**src/hdl/dtsp_pkg.sv**
```systemverilog
// Constants for the debug trace serial port
package dtsp_pkg;
    localparam logic [3:0] ST_RESET_C = 4'hc;
    localparam logic [3:0] ST_RESET_D = 4'hd;
    localparam logic [3:0] ST_RESET_F = 4'hf;
    localparam logic [3:0] ST_IDLE    = 4'h0;
    localparam logic [3:0] CAP_IDLE   = 4'h0;
    localparam int         SYNC_STAGES = 2;
    localparam int         SHIFT_W     = 32;
    localparam logic [31:0] SHIFT_RST  = 32'h0000_0000;
    localparam logic [5:0]  CNT_W0     = 6'h00;
    localparam logic [5:0]  FRAME_LEN  = 6'h20;

    typedef enum logic [1:0]
    {
        STROBE_WAIT = 2'b00,
        STROBE_RUN  = 2'b01,
        STROBE_HOLD = 2'b10
    } dtsp_strobe_type;
endpackage : dtsp_pkg

```
**src/hdl/dtsp_port.sv**
```systemverilog
// Debug trace serial port: serial debug channel and real-time trace outputs
// Overview of operation
// - Sync serial input, take bit on clock high
// - Serial output registered, changes after clock high
// - Four-bit captured data bus output
// - Strobe clock rises mid valid status window
// - Quiet bit freezes trace once strobe runs, keeps triggers
// - Strobe idle until first C, D, F
// - Core status synchronous, unrelated to bus
// - All-ones output is AND of status
`timescale 1ns/10ps
`default_nettype none
module dtsp_port
    import dtsp_pkg::*;
(
    // Clock and reset
    input  wire logic        clk,
    input  wire logic        reset_n,
    input  wire logic        clk_en,
    // Serial debug pins
    input  wire logic        dev_serial_clock,
    input  wire logic        dev_serial_in,
    output logic             dev_serial_out,
    // Debug module side
    output logic             rx_word_valid,
    output logic [31:0]      rx_word,
    input  wire logic        tx_load,
    input  wire logic [31:0] tx_word,
    // Core trace inputs
    input  wire logic [3:0]  core_status_in,
    input  wire logic [3:0]  capture_in,
    input  wire logic        quiet_clock_bit,
    input  wire logic        trigger_in,
    // Trace pins
    output logic [3:0]       core_status_code,
    output logic [3:0]       debug_capture_bus,
    output logic             status_all_ones,
    output logic             status_strobe_clock,
    output logic             trigger_out
);
    ////////////////////////////////////////////////////////////////
    // Pin synchronisers
    // Both serial pins follow the probe's timing, not ours, so each
    // passes a full chain of flops before any logic may look at it
    localparam int PINS = 2;

    logic [PINS-1:0] pin_raw;
    logic [PINS-1:0] pin_sync;
    logic            sclk_prev_q;

    assign pin_raw = {dev_serial_in, dev_serial_clock};

    genvar g;
    generate
        for (g = 0; g < PINS; g++)
        begin : g_pin_sync
            logic [SYNC_STAGES-1:0] chain_q;

            always_ff @(posedge clk or negedge reset_n)
            begin
                if (!reset_n)
                    chain_q <= '0;
                else if (clk_en)
                    chain_q <= {chain_q[SYNC_STAGES-2:0], pin_raw[g]};
            end

            // Only the last stage is ever read
            assign pin_sync[g] = chain_q[SYNC_STAGES-1];
        end
    endgenerate

    wire sclk_synced = pin_sync[0];
    wire sin_synced  = pin_sync[1];

    always_ff @(posedge clk or negedge reset_n)
    begin
        if (!reset_n)
            sclk_prev_q <= 1'b0;
        else if (clk_en)
            sclk_prev_q <= sclk_synced;
    end

    // Only the rise matters: data is taken and answered on it
    wire sclk_rise = sclk_synced & ~sclk_prev_q;

    ////////////////////////////////////////////////////////////////
    // Status decoding
    // Codes that mark reset exception processing start the strobe
    function automatic logic is_start_code(input logic [3:0] code);
        is_start_code = (code == ST_RESET_C) | (code == ST_RESET_D)
                      | (code == ST_RESET_F);
    endfunction : is_start_code

    ////////////////////////////////////////////////////////////////
    // Serial shift channel
    logic [31:0] rx_shift_q;
    logic [31:0] tx_shift_q;
    logic [5:0]  bit_cnt_q;
    logic        sout_q;
    logic        rx_valid_q;
    logic [31:0] rx_word_q;

    wire         frame_done = (bit_cnt_q == FRAME_LEN - 6'h01) & sclk_rise;
    wire [31:0]  rx_shift_d = {rx_shift_q[30:0], sin_synced};

    always_ff @(posedge clk or negedge reset_n)
    begin
        if (!reset_n)
        begin
            rx_shift_q <= SHIFT_RST;
            tx_shift_q <= SHIFT_RST;
            bit_cnt_q  <= CNT_W0;
            sout_q     <= 1'b0;
            rx_valid_q <= 1'b0;
            rx_word_q  <= SHIFT_RST;
        end
        else if (clk_en)
        begin
            rx_valid_q <= frame_done;
            if (sclk_rise)
            begin
                rx_shift_q <= rx_shift_d;
                tx_shift_q <= {tx_shift_q[30:0], 1'b0};
                sout_q     <= tx_shift_q[31];
                bit_cnt_q  <= frame_done ? CNT_W0 : bit_cnt_q + 6'h01;
            end
            else if (tx_load)
                tx_shift_q <= tx_word;
            if (frame_done)
                rx_word_q <= rx_shift_d;
        end
    end

    ////////////////////////////////////////////////////////////////
    // Trace outputs and strobe clock
    dtsp_strobe_type strobe_state_q;
    logic [3:0]      status_q;
    logic [3:0]      capture_q;
    logic            all_ones_q;
    logic            strobe_q;
    logic            trig_q;

    wire reset_code   = is_start_code(core_status_in);
    wire trace_live   = (strobe_state_q == STROBE_RUN);
    wire trace_wait   = (strobe_state_q == STROBE_WAIT);
    wire capture_load = trace_live & strobe_q;
    wire trace_load   = trace_wait | capture_load;
    wire all_ones_d   = &core_status_in;

    always_ff @(posedge clk or negedge reset_n)
    begin
        if (!reset_n)
            strobe_state_q <= STROBE_WAIT;
        else if (clk_en)
        begin
            case (strobe_state_q)
                STROBE_WAIT: if (reset_code) strobe_state_q <= STROBE_RUN;
                STROBE_RUN:  if (quiet_clock_bit) strobe_state_q <= STROBE_HOLD;
                STROBE_HOLD: if (!quiet_clock_bit) strobe_state_q <= STROBE_RUN;
                default:     strobe_state_q <= STROBE_WAIT;
            endcase
        end
    end

    // Triggers stay outside the quiet gating on purpose
    always_ff @(posedge clk or negedge reset_n)
    begin
        if (!reset_n)
            trig_q <= 1'b0;
        else if (clk_en)
            trig_q <= trigger_in;
    end

    // Strobe is clk/2: its rise lands between two data updates,
    // the mid of a 2-cycle window; a faster strobe is not possible
    always_ff @(posedge clk or negedge reset_n)
    begin
        if (!reset_n)
            strobe_q <= 1'b0;
        else if (clk_en && trace_live)
            strobe_q <= ~strobe_q;
    end

    // Data moves on the edge where the strobe falls; while waiting for a start code, status moves on every edge
    always_ff @(posedge clk or negedge reset_n)
    begin
        if (!reset_n)
        begin
            status_q   <= ST_IDLE;
            all_ones_q <= 1'b0;
        end
        else if (clk_en && trace_load)
        begin
            status_q   <= core_status_in;
            all_ones_q <= all_ones_d;
        end
    end

    always_ff @(posedge clk or negedge reset_n)
    begin
        if (!reset_n)
            capture_q <= CAP_IDLE;
        else if (clk_en && capture_load)
            capture_q <= capture_in;
    end

    assign dev_serial_out      = sout_q;
    assign rx_word_valid       = rx_valid_q;
    assign rx_word             = rx_word_q;
    assign core_status_code    = status_q;
    assign debug_capture_bus   = capture_q;
    assign status_all_ones     = all_ones_q;
    assign status_strobe_clock = strobe_q;
    assign trigger_out         = trig_q;
endmodule : dtsp_port
`default_nettype wire

```
**config.mk**
```make
export PLATFORM = sky130hd
export DESIGN_NAME = dtsp_port
export DESIGN_NICKNAME = d
export VERILOG_FILES = /design/src/hdl/dtsp_pkg.sv /design/src/hdl/dtsp_port.sv
export SDC_FILE = /design/constraint.sdc
export NUM_CORES = 1
export LEC_CHECK = 0
export BUFFER_PORTS_ARGS = -buffer_cell sky130_fd_sc_hd__clkbuf_2
export CORE_ASPECT_RATIO = 1.5
export CORE_MARGIN = 2
export CORE_UTILIZATION = 55
export CTS_CLUSTER_SIZE = 14
export DETAILED_ROUTE_END_ITERATION = 8
export HOLD_SLACK_MARGIN = 0.08
export PLACE_DENSITY_LB_ADDON = 0.3
export SLEW_MARGIN = 20
export SYNTH_ARGS = -nofsm -noshare
export SYNTH_HDL_FRONTEND = slang
export SYNTH_SLANG_ARGS = --single-unit
```
**constraint.sdc**
```tcl
create_clock -name clk -period 2 [get_ports clk]
set_input_delay 0.1 -clock clk [delete_from_list [all_inputs] [get_ports clk]]
set_output_delay 0.1 -clock clk [all_outputs]
set_load 0.005 [all_outputs]
```
[Word-level counts from Yosys, hierarchy flattened]
Index checks and enable logic that the tools add are counted.
Storage, ports and cells
  register bits: 121
  output and inout bits: 45
  word-level logic and storage cells: 50
Operators by class
  add/subtract/negate cells: 1
  equality and inequality tests: 9
  mux-type cells: 7
  bitwise gates (word level): 8
  reductions and logical operators: 10
Operator list (count)
  $mux W32: 2
  $eq A4 B4 Y1 const B: 3
  $reduce_and A4 Y1: 2
  $add A6 B1 Y6 const B: 1
  $eq A6 B5 Y1 const B: 1
  $mux W2: 3
  $mux W6: 1
  $ne A2 B2 Y1 const B: 3
  $pmux W2 S3: 1
  $reduce_and A2 Y1: 3
  $and A1 B1 Y1: 3
  $logic_and A1 B1 Y1: 3
  $or A1 B1 Y1: 3
  $eq A2 B1 Y1 const B: 1
  $eq A2 B2 Y1 const B: 1
  $logic_not A2 Y1: 1
  $not A1 Y1: 2
  $reduce_bool A2 Y1: 1

[Longest topological paths before layout]
  depth after elaboration: 5
  depth in mapped cells: 6
  gate-level depth less buffers: 4

[Worst setup path before layout]
No wires, ideal clock.
  path kind: register to register
  start: register bit_cnt_q[0]
  end: register rx_word_q[12], in the netlist rx_word[12]
  setup time: 0.125 ns
  data arrival time: 1.507 ns
  path slack: 0.368 ns
  stages on the path, launching flop included: 6
  path buffers: 1
  period minus slack after synthesis: 1.632 ns
  cell sequence: dfrtp_1 -> ha_1 -> nand4_2 -> nor3_4 -> buf_6 -> mux2_2
On the way
  cells in the longest elaborated chain, start to end: 3
RTL lines
  from (decl): line dtsp_port.sv:98  | logic [5:0] bit_cnt_q;
  from (signal assigned): line dtsp_port.sv:125  | bit_cnt_q <= frame_done ? CNT_W0 : bit_cnt_q + 6'h01;
  $eq A6 B5 Y1: line dtsp_port.sv:103  | wire frame_done = (bit_cnt_q == FRAME_LEN - 6'h01) & sclk_rise;
  $and A1 B1 Y1: line dtsp_port.sv:103
  $reduce_and A2 Y1 (no source line)
  to (signal assigned): line dtsp_port.sv:130  | rx_word_q <= rx_shift_d;
  to (decl): line dtsp_port.sv:101  | logic [31:0] rx_word_q;
Every way passes these cells.
A chain may end at the register's enable or synchronous reset.

[Worst setup path in the final report]
  start: register bit_cnt_q[0]
  end: register rx_word_q[18], in the netlist rx_word[18]
The elaborated chain is that of the path after synthesis.

==> impl_metrics.toml <==
[drt]
ant_nets = 0
wirelength_mm = 9.15
wire_per_inst_microns = 15.3
first_pass_iters = 4
drc = 0
drt_first_iter_violations = 83
vias = 3113
vias_per_cell = 5.19

[job]
maxCapViolations = 0

[worst_setup_path]
cp-end-kind = "flip-flop"
slowest_delay_ps = 390
crit_path_top_delay_cell = "dfrtp_1"
startpoint_type = "flip-flop"
crit_type = "reg -> reg"
critical_path.cell_chain = "ha_1 > nand4_2 > nor3_4 > buf_12 > mux2_2"
arrival_ps = 2050
path_max_fanout = 27
crit_required_ps = 2280

[sta]
setup_tns_ps = 0
fin_crit_ps = 1770
final_hold_viol_count = 0
rsz0062_at_grt = "no"
fmax_ghz = 0.566
period_share = 0.883
final_max_slew_viol_count = 0
setup_viol = 0
relSlewSlack = 0.707
fin_ws_ps = 235
tightest_slew_ps = 439
fin_skew_ps = 5.00
hold_ws_ps = 184

[placed_design]
dp_hpwl_mm = 5.70
gp_congestion = 0.715
numPortBuffers = 92
place_ws_ps = 233
place_area_sq_um = 5670
place_inst = 519

[synth]
syn-num-nets = 372
netlist_area_sq_um = 5080
syn_inst = 323
syn_area_per_cell_sq_um = 15.7
synthArstFlopShare = 1.00
synth_edf_count = 0
synth_seq_cells = 121
synth-seq-area-share = 0.596
synthDistinctLibCells = 31
synthFlopType = "dfrtp_1"
synth_warnings = 0

[pwr]
powerDensity_nw_per_um2 = 1150
max-vdd-ir-drop_v = 0.000879
power_leakage_nw = 3.32
total_power_mw = 7.81

[clock_network]
root_buffer = "clkbuf_16"
clock_path_buffers = 2
clkTransAtPathRegs_ps = 50
clk_latency_ps = 400
cts-htree-levels = 4
cts_sinks = 121
numCtsBuffers = 17
cts_tree = "yes"

[floorplanning]
rows = 43
core_area_sq_um = 9150
fp.dieW_microns = 82.5
start_util = 0.556
die_area_sq_um = 10000
top_level_ports = 93
die-height_microns = 122

[cells_and_area]
layout.nets = 524
mostFrequentLayoutCell = "mux2_2"
fillCellCount = 596
area_growth_pct = 33.7
final_cells = 600
drive_above_1_share = 0.545
finalInstanceArea_sq_um = 6800
utilization = 0.743
final_cell_mix = "mux2_2, dfrtp_1, clkbuf_2"
antenna_cells = 0

[outcome]
status = "completed"

[grt]
antenna_found_initial = 0
grt_max_degree = 61
grt_pass1_vias = 3254
grt_pass1_wl_mm = 14.8
grt_util_all_layers = 0.197
grt_overflow = 0

[min_path]
hp-class = "in -> async"
[report_power, final]
part,leakage (nW),internal (mW),switching (mW)
Combinational,1.45,0.819,0.474
Clock,0.308,2.17,1.04
Sequential,1.56,2.96,0.341
Total,3.32,5.96,1.85
[cell type report]
cell class	instances	area, sq um	area share
Inverter	5	18.8	0.00276
Clock inverter	12	171	0.0252
Sequential cell	121	3030	0.446
Clock buffer	20	467	0.0687
Tap cell	112	140	0.0206
Multi-Input combinational cell	181	1900	0.279
Timing Repair Buffer	149	1080	0.158
[critical path: cells and delay by family (launching register included)]
| kind | cells | cell delay [ps] |
|---|---|---|
| AND/OR/NAND/NOR | 2 | 400 |
| multiplexers | 1 | 360 |
| flip-flops | 1 | 390 |
| buffers and inverters | 1 | 230 |
| adder cells (fa/ha/maj) | 1 | 250 |
[registers in the layout (all words and copies together) (netlist names)]
name,count
bit_cnt_q,6
core_status_code,4
debug_capture_bus,4
dev_serial_out,1
g_pin_sync.chain_q,4
rx_shift_q,31
rx_word,32
rx_word_valid,1
sclk_prev_q,1
status_all_ones,1
status_strobe_clock,1
strobe_state_q,2
trigger_out,1
tx_shift_q,32
[final timing paths]
path / start / endpoint / slack (ps) / cells past startpoint
max: bit_cnt_q[0] / rx_word[18] / 230 / 5
min: reset_n / trigger_out / 180 / 2
max reg2reg: bit_cnt_q[0] / rx_word[18] / 230 / 5
min reg2reg: rx_word_valid / rx_word_valid / 480 / 1
max in group asynchronous: reset_n / core_status_code[2] / 1080 / 3
min in group clk: tx_load / tx_shift_q[0] / 300 / 4
[logic make-up (layout without fill, tap and decap cells)]
group,after synthesis,after routing,synth area share
flip-flops,121,121,0.596
XOR/XNOR,3,3,0.00517
adder cells (fa/ha/maj),1,1,0.00246
AO/OA/AOI/OAI,14,14,0.0180
multiplexers,143,143,0.317
buffers and inverters,21,186,0.0315
AND/OR/NAND/NOR,20,20,0.0308
[layer usage]
| metal | vias to the layer above | track usage | share of wire |
|---|---|---|---|
| li1 | 1469 | - | - |
| met1 | 1570 | 0.228 | 0.40 |
| met2 | 62 | 0.329 | 0.53 |
| met3 | 12 | 0.0674 | 0.052 |
| met4 | 0 | 0.0789 | 0.015 |
| met5 | - | 0 | 0 |
[what timing repair did]
| action | in CTS | in global routing |
|---|---|---|
| setup endpoints to repair | 0 | 0 |
| resized for setup | 0 | 0 |
| setup buffers | 0 | 0 |
| endpoints found under the hold margin | 125 | 0 |
| hold buffers | 49 | 0 |
[cell usage after synthesis, types with 3 or more instances]
library cell	number	area share
mux2_2	129	0.29
buf_2	5	0.0049
nand2_1	4	0.0030
o21ai_0	4	0.0039
xnor2_1	3	0.0052
inv_1	5	0.0037
nand4_1	3	0.0037
mux2_1	13	0.029
dfrtp_1	121	0.60
buf_6	10	0.022
nand3_1	3	0.0030
Note: power is estimated with default switching activity, not from simulation.
